**config.mk**
```make
export PLATFORM = sky130hd
export DESIGN_NAME = rtk_core
export DESIGN_NICKNAME = d
export VERILOG_FILES = /design/src/verilog/rtk_pkg.sv /design/src/verilog/rtk_core.sv
export SDC_FILE = /design/constraint.sdc
export NUM_CORES = 2
export LEC_CHECK = 0
export BUFFER_PORTS_ARGS = -buffer_cell sky130_fd_sc_hd__buf_2
export CAP_MARGIN = 20
export CORE_AREA = 5 5 301 303
export DETAILED_ROUTE_END_ITERATION = 6
export DIE_AREA = 0 0 306 308
export PLACE_DENSITY = 0.76
export RECOVER_POWER = 50
export SKIP_LAST_GASP = 1
export SYNTH_ARGS = -nofsm -noshare
export SYNTH_HDL_FRONTEND = slang
export SYNTH_SLANG_ARGS = --single-unit
```
**constraint.sdc**
```tcl
create_clock -name clk_sys -period 17.3 [get_ports clk_sys]
set_input_delay 1.73 -clock clk_sys [delete_from_list [all_inputs] [get_ports clk_sys]]
set_output_delay 1.73 -clock clk_sys [all_outputs]
set_load 0.05 [all_outputs]
```
**src/verilog/rtk_pkg.sv**
```systemverilog
package rtk_pkg;

  // bus geometry
  localparam int ADDR_W = 12;
  localparam int BYTE_CNT = 128;

  // register indices, byte address is four times the index
  localparam logic [6:0] IDX_SEC = 7'h00;
  localparam logic [6:0] IDX_HR = 7'h04;
  localparam logic [6:0] IDX_LAST_TIME = 7'h09;
  localparam logic [6:0] IDX_CTL_A = 7'h0A;
  localparam logic [6:0] IDX_CTL_B = 7'h0B;
  localparam logic [6:0] IDX_FLAGS = 7'h0C;
  localparam logic [6:0] IDX_VALID = 7'h0D;
  localparam logic [6:0] IDX_RAM_LO = 7'h0E;

  // control A fields
  localparam int A_PEND_BIT = 7;
  localparam int A_DIV_LSB = 4;
  localparam logic [2:0] DIV_RUN = 3'b010;
  localparam logic [1:0] DIV_HOLD_HI = 2'b11;
  // control B fields
  localparam int B_FREEZE = 7;
  localparam int B_PIE = 6;
  localparam int B_AIE = 5;
  localparam int B_UIE = 4;
  localparam int B_FMT = 2;
  localparam int B_H24 = 1;
  // flag register fields
  localparam int F_IRQ = 7;
  localparam int F_PER = 6;
  localparam int F_ALM = 5;
  localparam int F_UPD = 4;
  localparam logic [7:0] VALID_VAL = 8'h80;

  // reset values
  localparam logic [2:0] DIV_RST = 3'b000;
  localparam logic [3:0] RATE_RST = 4'h0;
  localparam logic [7:0] CTL_B_RST = 8'h02;
  localparam logic [7:0] DAY_RST = 8'h01;

  // timing
  localparam longint CLK_HZ = 125000000;
  localparam int XTAL_HZ = 32768;
  localparam logic [14:0] SEC_LAST = 15'h7FFF;
  localparam logic [14:0] HALF_SEC = 15'h4000;
  localparam int PEND_LEAD_US = 244;
  localparam int PEND_TICKS = (PEND_LEAD_US * XTAL_HZ + 999999) / 1000000;
  localparam longint REC_DELAY_MS = 200;
  localparam longint REC_DELAY_CYC = REC_DELAY_MS * CLK_HZ / 1000;

  // time, calendar and alarm bytes, byte 0 in the low bits
  typedef struct packed {
    logic [7:0] year;
    logic [7:0] mon;
    logic [7:0] date;
    logic [7:0] day;
    logic [7:0] hrAlm;
    logic [7:0] hr;
    logic [7:0] minAlm;
    logic [7:0] min;
    logic [7:0] secAlm;
    logic [7:0] sec;
  } rtk_time_t;

  // primary power states
  typedef enum logic [2:0] {
    PWR_DOWN = 3'b001,
    PWR_WAIT = 3'b010,
    PWR_UP = 3'b100
  } rtk_pwr_t;

endpackage
```
**src/verilog/rtk_core.sv**
```systemverilog
// The placing of the registers and register access over APB are this design's own decisions.
`timescale 1ns/1ps
// Behaviour
// - day of week counts 1..7 at midnight
// - month end rollover with leap February
// - freeze bit stops all counter updates
// - updates resume in selected data format
// - hours bit 7 is PM in 12h
// - bytes accessible any time power allows, no update lockout
// - each second advance, then compare alarm
// - exact alarm fires daily when enabled
// - alarm byte C0..FF matches every value
// - don't-care alarms give hourly/minute/second alarms
// - counting continues whatever primary power does
// - running power-up refuses access for delay
// - stopped oscillator enabled, access immediate
// - oscillator follows control register enable
// - 14 registers plus 114 RAM bytes
// - three maskable sources share one request
// - time base is 32.768kHz input
// - divider 010 runs, 11x holds, 500ms
// - freeze write blocks update, clears pending
module rtk_core #(
  parameter longint REC_CYC = rtk_pkg::REC_DELAY_CYC
) (
  input wire logic clk_sys, // system clock
  input wire logic resetn, // synchronous reset, active low
  input wire logic psel, // apb select
  input wire logic penable, // apb access phase
  input wire logic pwrite, // apb direction
  input wire logic [rtk_pkg::ADDR_W-1:0] paddr, // apb byte address
  input wire logic [31:0] pwdata, // apb write data
  input wire logic [3:0] pstrb, // apb byte strobes
  output logic [31:0] prdata, // apb read data
  output logic pready, // apb ready
  output logic pslverr, // apb error
  input wire logic crystalInPin, // 32.768kHz time base
  input wire logic primaryPowerOk, // supply above trip point
  output logic irqOut, // open-drain request level
  output logic irqOe // drives request pin low
);
  import rtk_pkg::*;

  rtk_time_t tm_r;
  logic [7:0] ram_r [IDX_RAM_LO:BYTE_CNT-1];
  logic [2:0] div_r;
  logic [3:0] rate_r;
  logic [7:0] ctlB_r;
  logic perFlag_r, almFlag_r, updFlag_r;
  logic [14:0] divCnt_r;
  logic xtalS1_r, xtalS2_r, xtalPrev_r;
  logic pwrS1_r, pwrS2_r, pwrPrev_r;
  rtk_pwr_t pwr_r;
  logic [31:0] recCnt_r;
  logic oscSet, xtalTick, secTick, doUpdate, perTick;
  logic running, holding, oscOn, access;
  logic apbSetup, apbDone, mapped, wrEn, rdClr;
  logic [6:0] idx;
  logic [7:0] rdByte, flagsByte, ctlAByte, pendFlag;
  logic [79:0] tmBits;
  logic [79:0] tmWr;
  rtk_time_t tmNxt;
  logic almHit;

  // byte code to binary value
  function automatic logic [7:0] toBin(input logic [7:0] v, input logic bin);
    toBin = bin ? v : 8'({4'h0, v[7:4]} * 8'd10 + {4'h0, v[3:0]});
  endfunction

  // binary value to byte code
  function automatic logic [7:0] toFmt(input logic [7:0] v, input logic bin);
    logic [7:0] tens;
    logic [7:0] ones;
    tens = v / 8'd10;
    ones = v % 8'd10;
    toFmt = bin ? v : {tens[3:0], ones[3:0]};
  endfunction

  // alarm byte of the form 11xxxxxx matches anything
  function automatic logic almMatch(input logic [7:0] alm, input logic [7:0] cur);
    almMatch = (alm[7:6] == 2'b11) || (alm == cur);
  endfunction

  // divider control decode
  // 11x keeps the oscillator on with the chain held
  assign running = (div_r == DIV_RUN);
  assign holding = (div_r[2:1] == DIV_HOLD_HI);
  assign oscOn = running || holding;

  // crystal input and supply level synchronisers
  // only the second and third stages feed logic, the first may be metastable
  always_ff @(posedge clk_sys)
  begin
    xtalS1_r <= crystalInPin;
    xtalS2_r <= xtalS1_r;
    xtalPrev_r <= xtalS2_r;
    pwrS1_r <= primaryPowerOk;
    pwrS2_r <= pwrS1_r;
    pwrPrev_r <= pwrS2_r;
  end

  assign xtalTick = xtalS2_r && !xtalPrev_r && oscOn;
  assign secTick = xtalTick && running && (divCnt_r == SEC_LAST);
  assign doUpdate = secTick && !ctlB_r[B_FREEZE];
  // pending covers the last base ticks before an update
  // freeze clears pending
  assign pendFlag = {7'h00, running && !ctlB_r[B_FREEZE] && (divCnt_r >= SEC_LAST - 15'(PEND_TICKS - 1))};
  // periodic tap: every 2^(rate-1) base ticks
  assign perTick = xtalTick && running && (rate_r != 4'h0)
    && ((divCnt_r & ((15'h0001 << (rate_r - 4'h1)) - 15'h0001)) == 15'h0000);

  // countdown chain
  always_ff @(posedge clk_sys)
  begin
    if (!resetn)
      divCnt_r <= 15'h0000;
    else if (wrEn && idx == IDX_CTL_A && pwdata[6:4] == DIV_RUN && !running)
      divCnt_r <= HALF_SEC;
    else if (oscSet)
      divCnt_r <= HALF_SEC;
    else if (!running)
      divCnt_r <= 15'h0000;
    else if (xtalTick)
      divCnt_r <= divCnt_r + 15'h0001;
  end

  // next time and calendar value, all arithmetic in binary
  always_comb
  begin
    logic bin;
    logic [7:0] s, m, h, h12, dt, mo, yr, dmax;
    logic pm, cs, cm, ch, cd, cmo;
    bin = ctlB_r[B_FMT];
    h = 8'd0;
    dt = 8'd0;
    mo = 8'd0;
    yr = 8'd0;
    dmax = 8'd31;
    cs = 1'b0;
    cm = 1'b0;
    ch = 1'b0;
    cd = 1'b0;
    cmo = 1'b0;
    tmNxt = tm_r;
    s = toBin(tm_r.sec, bin) + 8'd1;
    m = toBin(tm_r.min, bin);
    h12 = toBin({1'b0, tm_r.hr[6:0]}, bin);
    pm = tm_r.hr[7];
    if (ctlB_r[B_H24])
      h = toBin(tm_r.hr, bin);
    else if (h12 == 8'd12)
      h = pm ? 8'd12 : 8'd0;
    else
      h = pm ? h12 + 8'd12 : h12;
    dt = toBin(tm_r.date, bin);
    mo = toBin(tm_r.mon, bin);
    yr = toBin(tm_r.year, bin);
    case (mo)
      8'd4, 8'd6, 8'd9, 8'd11: dmax = 8'd30;
      8'd2: dmax = (yr[1:0] == 2'b00) ? 8'd29 : 8'd28;
      default: dmax = 8'd31;
    endcase
    cs = (s >= 8'd60);
    cm = cs && (m >= 8'd59);
    ch = cm && (h >= 8'd23);
    cd = ch && (dt >= dmax);
    cmo = cd && (mo >= 8'd12);
    s = cs ? 8'd0 : s;
    m = cm ? 8'd0 : (cs ? m + 8'd1 : m);
    h = ch ? 8'd0 : (cm ? h + 8'd1 : h);
    dt = cd ? 8'd1 : (ch ? dt + 8'd1 : dt);
    mo = cmo ? 8'd1 : (cd ? mo + 8'd1 : mo);
    yr = cmo ? ((yr >= 8'd99) ? 8'd0 : yr + 8'd1) : yr;
    tmNxt.sec = toFmt(s, bin);
    tmNxt.min = toFmt(m, bin);
    h12 = (h % 8'd12 == 8'd0) ? 8'd12 : h % 8'd12;
    // 12h code keeps bit 7 free for the PM mark
    h12 = toFmt(h12, bin);
    if (ctlB_r[B_H24])
      tmNxt.hr = toFmt(h, bin);
    else
      tmNxt.hr = {h >= 8'd12, h12[6:0]};
    if (ch)
      tmNxt.day = (tm_r.day >= 8'd7) ? DAY_RST : tm_r.day + 8'd1;
    tmNxt.date = toFmt(dt, bin);
    tmNxt.mon = toFmt(mo, bin);
    tmNxt.year = toFmt(yr, bin);
  end

  assign almHit = almMatch(tm_r.hrAlm, tmNxt.hr) && almMatch(tm_r.minAlm, tmNxt.min)
    && almMatch(tm_r.secAlm, tmNxt.sec);

  // time and alarm bytes: counter update, then host write on top
  always_comb
  begin
    tmWr = tm_r;
    if (doUpdate)
      tmWr = tmNxt;
    // no lockout on writes
    // a write in the update cycle wins for its own byte only
    if (wrEn && idx <= IDX_LAST_TIME)
      tmWr[idx * 8 +: 8] = (idx == IDX_SEC) ? {1'b0, pwdata[6:0]} : pwdata[7:0];
  end

  // time and alarm register
  always_ff @(posedge clk_sys)
  begin
    if (!resetn)
    begin
      tm_r <= '0;
      tm_r.day <= DAY_RST;
      tm_r.date <= DAY_RST;
      tm_r.mon <= DAY_RST;
    end
    else
      tm_r <= rtk_time_t'(tmWr);
  end

  // general purpose battery-backed bytes
  always_ff @(posedge clk_sys)
  begin
    if (wrEn && idx >= IDX_RAM_LO)
      ram_r[idx] <= pwdata[7:0];
  end

  // control registers A and B
  always_ff @(posedge clk_sys)
  begin
    if (!resetn)
    begin
      div_r <= DIV_RST;
      rate_r <= RATE_RST;
      ctlB_r <= CTL_B_RST;
    end
    else if (oscSet)
      div_r <= DIV_RUN;
    else if (wrEn && idx == IDX_CTL_A)
    begin
      div_r <= pwdata[A_DIV_LSB +: 3];
      rate_r <= pwdata[3:0];
    end
    else if (wrEn && idx == IDX_CTL_B)
      ctlB_r <= pwdata[7:0];
  end

  // sticky event flags, set wins
  // the clearing read drops only flags captured in its read data, so a flag
  // raised between the setup and access edges is not lost
  always_ff @(posedge clk_sys)
  begin
    if (!resetn)
    begin
      perFlag_r <= 1'b0;
      almFlag_r <= 1'b0;
      updFlag_r <= 1'b0;
    end
    else
    begin
      perFlag_r <= perTick || (perFlag_r && !(rdClr && prdata[F_PER]));
      almFlag_r <= (doUpdate && almHit) || (almFlag_r && !(rdClr && prdata[F_ALM]));
      updFlag_r <= doUpdate || (updFlag_r && !(rdClr && prdata[F_UPD]));
    end
  end

  assign flagsByte[F_IRQ] = (perFlag_r && ctlB_r[B_PIE]) || (almFlag_r && ctlB_r[B_AIE])
    || (updFlag_r && ctlB_r[B_UIE]);
  assign flagsByte[F_PER] = perFlag_r;
  assign flagsByte[F_ALM] = almFlag_r;
  assign flagsByte[F_UPD] = updFlag_r;
  assign flagsByte[3:0] = 4'h0;
  // open drain: the pin is only ever pulled low
  assign irqOut = 1'b0;
  assign irqOe = flagsByte[F_IRQ];

  // primary power sequencing
  always_ff @(posedge clk_sys)
  begin
    if (!resetn)
    begin
      pwr_r <= PWR_DOWN;
      recCnt_r <= 32'h00000000;
    end
    else
    begin
      case (pwr_r)
        PWR_DOWN:
          if (pwrS2_r && !pwrPrev_r)
          begin
            pwr_r <= running ? PWR_WAIT : PWR_UP;
            recCnt_r <= 32'h00000000;
          end
        PWR_WAIT:
          if (!pwrS2_r)
            pwr_r <= PWR_DOWN;
          else if (recCnt_r >= 32'(REC_CYC - 1))
            pwr_r <= PWR_UP;
          else
            recCnt_r <= recCnt_r + 32'h00000001;
        PWR_UP:
          if (!pwrS2_r)
            pwr_r <= PWR_DOWN;
        default:
          pwr_r <= PWR_DOWN;
      endcase
    end
  end

  // power state decode
  assign oscSet = (pwr_r == PWR_DOWN) && pwrS2_r && !pwrPrev_r && !oscOn;
  assign access = (pwr_r == PWR_UP);

  assign idx = paddr[8:2];
  assign mapped = (paddr[ADDR_W-1:9] == '0) && (paddr[1:0] == 2'b00);
  assign apbSetup = psel && !penable;
  assign apbDone = psel && penable;
  assign wrEn = apbDone && pwrite && pstrb[0] && mapped && access;
  assign rdClr = apbDone && !pwrite && mapped && access && (idx == IDX_FLAGS);
  assign pready = apbDone;
  assign pslverr = apbDone && !(mapped && access);
  assign tmBits = tm_r;
  assign ctlAByte = {pendFlag[0], div_r, rate_r};

  // read mux
  always_comb
  begin
    if (idx <= IDX_LAST_TIME)
      rdByte = tmBits[idx * 8 +: 8];
    else if (idx == IDX_CTL_A)
      rdByte = ctlAByte;
    else if (idx == IDX_CTL_B)
      rdByte = ctlB_r;
    else if (idx == IDX_FLAGS)
      rdByte = flagsByte;
    else if (idx == IDX_VALID)
      rdByte = VALID_VAL;
    else
      rdByte = ram_r[idx];
  end

  // read data captured in the setup cycle
  // capture at setup keeps prdata steady through the access cycle
  always_ff @(posedge clk_sys)
  begin
    if (!resetn)
      prdata <= 32'h00000000;
    else if (apbSetup && !pwrite)
      prdata <= (mapped && access) ? {24'h000000, rdByte} : 32'h00000000;
  end

endmodule

```
# After elaboration in Yosys (flattened, before gate mapping)
# Memories as Yosys holds them, arrays and structs flattened.
# Index checks and enable logic that the tools add are counted.
classes:
  add_sub_neg: 20
  n_mul: 7
  n_div: 15
  magnitude_cmp: 12
  eq_ne: 29
  shift: 4
  muxes: 63
  n_bitwise: 5
  reduce_logical: 85
op_table:
  columns: ["operator", "n"]
  rows:
  - ["$mux W8", 38]
  - ["$mux W80", 2]
  - ["$mux W32", 3]
  - ["$bwmux W80", 1]
  - ["$shift A8 B34 Y80 const A", 1]
  - ["$shiftx A8 B34 Y80", 1]
  - ["$shiftx A80 B11 Y8", 1]
  - ["$mod A8 B4 Y8 const B", 8]
  - ["$pmux W32 S2", 1]
  - ["$mux W15", 4]
  - ["$add A8 B1 Y8 const B", 7]
  - ["$div A8 B4 Y8 const B", 7]
  - ["$logic_and A1 B1 Y1", 49]
  - ["$add A8 B4 Y8", 6]
  - ["$mul A4 B3 Y7 const B", 6]
  - ["$neg A10 Y34", 1]
  - ["$add A32 B1 Y32 const B", 1]
  - ["$ge A32 B25 Y1 const B", 1]
  - ["$eq A7 B4 Y1 const B", 4]
  - ["$eq A8 B4 Y1 const B", 3]
  - ["$eq A8 B8 Y1", 3]
  - ["$eq A8 B3 Y1 const B", 2]
  - ["$ge A8 B4 Y1 const B", 2]
  - ["$ge A8 B6 Y1 const B", 2]
  - ["46 further kinds", 86]
totals:
  regBits: 186
  latchBits: 0
  ramBits: 912
  rom_bits: 0
  output_inout_bits: 36
  elab_cells: 269
  memories: 1
memory_table:
  columns: ["memory", "depth", "word_bits", "read_ports", "rd_clocked_by_memory_dff", "wr", "line", "source"]
  rows:
  - ["ram_r", 114, 8, 1, 0, 1, "rtk_core.sv:45", "logic [7:0] ram_r [IDX_RAM_LO:BYTE_CNT-1];"]

# Depth between registers and ports, before layout
depth:
  ltp_word: 22
  mapped_depth: 42

# Worst setup path before layout
# OpenSTA, ideal clock, no wires.
synth_path:
  path_kind: "register to register"
  start: "register ctlB_r[2]"
  end: "register almFlag_r"
  setup_time_ps: 87
  arrival_ps: 8404
  slack_ps: 8809
  stages_incl_launch_ff: 39
  path_buffers: 16
  period_less_slack_ps: 8491
  cell_sequence: "dfxtp_1 -> buf_6 -> buf_6 -> buf_6 -> buf_6 -> buf_4 -> buf_4 -> buf_2 -> buf_2 -> buf_1 -> clkbuf_1 -> clkbuf_1 -> clkbuf_1 -> buf_1 -> mux2_2 -> ha_1 -> clkbuf_1 -> or3_1 -> (+3 left out) -> nand2_1 -> a21oi_1 -> clkbuf_1 -> nor2_1 -> ha_1 -> o211ai_1 -> o22ai_2 -> o21ai_4 -> mux2_2 -> o211ai_1 -> nor2_1 -> xnor2_1 -> ha_1 -> o32a_1 -> a32oi_1 -> xor2_1 -> a2111o_1 -> o31ai_1"
synth_between:
  elab_chain_len: 20
  elab_cells_between_ends: 49
  classes_between: "add/sub (4); div (9); order compare (4); eq/ne (4); mux (18); reduce/logical (10)"
synth_lines:
  columns: ["element", "line", "source"]
  rows:
  - ["start, declared", "rtk_core.sv:48", "logic [7:0] ctlB_r;"]
  - ["start signal, assigned", "rtk_core.sv:243", "ctlB_r <= pwdata[7:0];"]
  - ["$mux W8", "rtk_core.sv:67", "toBin = bin ? v : 8'({4'h0, v[7:4]} * 8'd10 + {4'h0, v[3:0]});"]
  - ["$add A8 B4 Y8", "rtk_core.sv:154", "h = pm ? h12 + 8'd12 : h12;"]
  - ["$mux W8", "rtk_core.sv:154", null]
  - ["$mux W8", "rtk_core.sv:151", "else if (h12 == 8'd12)"]
  - ["$mux W8", "rtk_core.sv:149", "if (ctlB_r[B_H24])"]
  - ["$add A8 B1 Y8 / $ge A8 B5 Y1 (equally long branches)", "rtk_core.sv:170, rtk_core.sv:165", null]
  - ["$mux W8 / $logic_and A1 B1 Y1 (equally long branches)", "rtk_core.sv:170, rtk_core.sv:165", null]
  - ["$mux W8", "rtk_core.sv:170", "h = ch ? 8'd0 : (cm ? h + 8'd1 : h);"]
  - ["(+4 left out)", null, null]
  - ["$mux W7", "rtk_core.sv:76", "toFmt = bin ? v : {tens[3:0], ones[3:0]};"]
  - ["$mux W8", "rtk_core.sv:179", "if (ctlB_r[B_H24])"]
  - ["$eq A8 B8 Y1", "rtk_core.sv:81", "almMatch = (alm[7:6] == 2'b11) || (alm == cur);"]
  - ["$logic_or A1 B1 Y1", "rtk_core.sv:81", null]
  - ["$logic_and A1 B1 Y1", "rtk_core.sv:190", "assign almHit = almMatch(tm_r.hrAlm, tmNxt.hr) && almMatch(tm_r.minAlm, tmNxt.min)"]
  - ["$logic_and A1 B1 Y1 (*)", "rtk_core.sv:191", "&& almMatch(tm_r.secAlm, tmNxt.sec);"]
  - ["$logic_and A1 B1 Y1 (*)", "rtk_core.sv:260", "almFlag_r <= (doUpdate && almHit) || (almFlag_r && !(rdClr && prdata[F_ALM]));"]
  - ["$logic_or A1 B1 Y1 (*)", "rtk_core.sv:260", null]
  - ["end signal, assigned", "rtk_core.sv:260", null]
  - ["end, declared", "rtk_core.sv:49", "logic perFlag_r, almFlag_r, updFlag_r;"]
# Mark *: on every way between the ends. The rest lies on a longest branch, timed or not.
# A chain may end at the register's enable or synchronous reset.

# Worst setup path in the final report
layout_path:
  start: "input paddr[4] (netlist name)"
  end: "register prdata[2]"
layout_between:
  elab_chain_len: 7
  elab_cells_between_ends: 13
  classes_between: "order compare (1); eq/ne (4); shift (1); mux (6); memory (1)"
layout_lines:
  columns: ["element", "line", "source"]
  rows:
  - ["start, declared", "rtk_core.sv:31", "input wire logic [rtk_pkg::ADDR_W-1:0] paddr,"]
  - ["$mem_v2 Z114 W8 / $eq A7 B4 Y1 (equally long branches)", null, null]
  - ["$mux W8", "rtk_core.sv:334", "else if (idx == IDX_VALID)"]
  - ["$mux W8", "rtk_core.sv:332", "else if (idx == IDX_FLAGS)"]
  - ["$mux W8", "rtk_core.sv:330", "else if (idx == IDX_CTL_B)"]
  - ["$mux W8", "rtk_core.sv:328", "else if (idx == IDX_CTL_A)"]
  - ["$mux W8 (*)", "rtk_core.sv:326", "if (idx <= IDX_LAST_TIME)"]
  - ["$mux W8 (*)", "rtk_core.sv:347", "prdata <= (mapped && access) ? {24'h000000, rdByte} : 32'h00000000;"]
  - ["end signal, assigned", "rtk_core.sv:347", null]
  - ["end, declared", "rtk_core.sv:34", "output logic [31:0] prdata,"]
# Marks and branches as above.

==> results.ini <==
[outcome]
outcome=finished, violations left
violations=DRC, capacitance limit, slew limit

[timing]
setup_ws_ns=7.95
fin_skew_ns=0.0799
rsz0062_at_grt=false
fin_crit_ns=9.35
fmax_mhz=107
holdWs_ns=0.325
fin_crit_sh_pct=54.0
relSlewSlack_pct=-176
finalSetupTns_ns=0
slew_viol_final=1134
setup_viol=0
report.final.hold_viol_count=0
worst_pin_slew_ns=4.14

[logic_synthesis]
syn_area_sq_um=52200
ys_types=119
ys_ff_latch=1074
async_reset_ff_share_pct=0
netlist_instances=4419
syn_avg_cell_area_sq_um=11.8
ys_warn_count=0
synth_flop_cell=edfxtp_1
seq_area_frac_synth_pct=58.7
synth-edff-count=912

[placed_design]
dp_cells=5412
dpl.hpwl_um=92000
gp_congestion=0.959
dpl-instance-area_sq_um=53200
port_buffers=38
pre_cts_ws_ns=8.94

[pwr]
pwr-share-seq_pct=53.6
power.internal_mw=4.07
pwr-share-comb_pct=5.5
clkPwrFrac_pct=40.9
totalPowerFinal_mw=5.25
powerDensity_nw_per_um2=93.1
peakVddDrop_uv=104
switchingPower_mw=1.18
p_leak_nw=18.6
switching_share_pct=22.5

[die]
fp.dieW_um=306
num_rows=109
dieArea_sq_um=94200
core-area_sq_um=87700
start_util_pct=59.5
ioPinCount=91
die_h_um=308

[worst_setup_path]
path_class=in -> reg
reg2reg_slack_ns=8.76
cp-end-kind=flop
path_max_fanout=59
required_ns=17.86
start_kind=input pin
arrival_ns=9.90

[cells_and_area]
fin_nets=4500
design_area_sq_um=56400
layout_commonest_cell=edfxtp_1
most-common-layout-cells=912 x edfxtp_1, 491 x nor2_1, 298 x a21oi_1
drive_gt1_share_pct=9.36
fin_cells=5598
area_delta_synth_final_pct=8.07
postLayoutCoreUtil_pct=64.3

[grt]
grt_pass1_vias=36400
grt_use_total_pct=30.3
grt_max_degree=97
grt_pass1_wl_um=221000
grt_overflow=0
antenna_found_initial=3

[worst_hold_path]
hold_path.class=reg -> reg

[cts]
clockBufferDepth=3
clkTransAtPathRegs_ns=0.05
cts-resized-gates=0
htree_levels=3
cts_hold_buf=0
cts.sinks=1074
cts_setup_buffers=0
cts_tree=built
cts-buffers-inserted=104
cts-root-buf=clkbuf_16
clk_latency_ns=0.71

[run]
cap_violations=18

[drt]
post_drt_wl_per_cell_um=26.3
remaining_drc_errors=1
antenna_left=0
drt-pass1-iter-count=7
wl_um=147000
vias=38700
viasPerCell=6.92
drt_first_iter_violations=5588

critical path, cell delays in order:
cell	delay, ns
clkbuf_1	1.38
clkbuf_1	2.45
and3_2	1.10
buf_4	0.66
a221oi_1	0.24
a311oi_1	0.59
o21ai_0	0.32
a21oi_1	0.21
a31oi_1	0.09
o21ai_0	0.29
a22oi_1	0.14
a211oi_1	0.27
a21oi_1	0.06
nor2_1	0.13
a21oi_1	0.06
nor2_1	0.09
final cells by class:
class,instances,area [sq um]
fill,6459,31300
tap,1165,1460
clock buffer,129,2740
antenna,1,2.50
inverter,58,218
multi-input combinational,3008,20200
timing repair buffer,108,696
sequential,1074,30600
clock inverter,55,472
registers in the layout, summed over array words and instances (netlist names), 3 cells and up:
signal,cells
ctlB_r,8
divCnt_r,15
div_r,3
rate_r,4
recCnt_r,32
ram_r,912
pwr_r,3
prdata,8
tmBits,80
synthesized netlist by cell type, drive strengths merged (37+ instances only):
library cell / n / share of area [%]
o22ai: 37 / 0.48
buf: 92 / 0.99
nand2: 297 / 2.1
a221oi: 84 / 1.4
ha: 79 / 1.9
dfxtp: 162 / 6.2
nand3: 116 / 1.1
inv: 57 / 0.41
a31oi: 69 / 0.84
nand4: 64 / 0.77
o211ai: 50 / 0.74
o21ai: 173 / 1.7
mux2: 66 / 1.4
edfxtp: 912 / 53
xor2: 53 / 0.90
a211oi: 57 / 0.88
a22o: 64 / 1.1
xnor2: 47 / 0.79
a21oi: 300 / 2.9
mux2i: 122 / 2.3
nor3: 95 / 0.96
clkbuf: 211 / 1.5
mux4: 46 / 2.0
a22oi: 158 / 2.3
nor2: 498 / 3.6
path summary, 6_finish.rpt:
path                            startpoint         end  cells past startpoint
worst max-delay path              paddr[4]   prdata[2]                     16
worst min-delay path               pwrS1_r     pwrS2_r                      0
worst max register to register  tmBits[71]  tmBits[75]                     29
worst min register to register     pwrS1_r     pwrS2_r                      0
power by group through the flow:
stage | logic [mW] | clock network, mW | registers (mW)
finish | 0.288 | 2.15 | 2.81
CTS | 0.280 | 2.16 | 2.81
global route | 0.299 | 2.27 | 2.81
detailed placement | 0.279 | 0 | 2.86
global placement | 0.273 | 0 | 2.86
floorplan | 0.159 | 0 | 2.86
per-layer routing:
metal | vias up | global-route usage (%) | wire (um) | share of wire (%)
li1 | 17100 | - | - | -
met1 | 18800 | 40.9 | 54900 | 37
met2 | 2452 | 48.2 | 68500 | 46
met3 | 458 | 5.95 | 16500 | 11
met4 | 4 | 13.5 | 7500 | 5.1
met5 | - | 0 | 25 | 0.017
cells by family after synthesis:
kind of cell	Yosys count	synth area share, %
DFF	1074	58.7
adders and majority gates	96	2.45
xor gates and xnor gates	100	1.69
buffers and inverters	361	2.93
and+or+nand+nor	1306	11.6
muxes	234	5.76
AOI/OAI and AO/OA	1247	16.8
other	1	0.00719
Note: power is estimated with default switching activity, not from simulation.
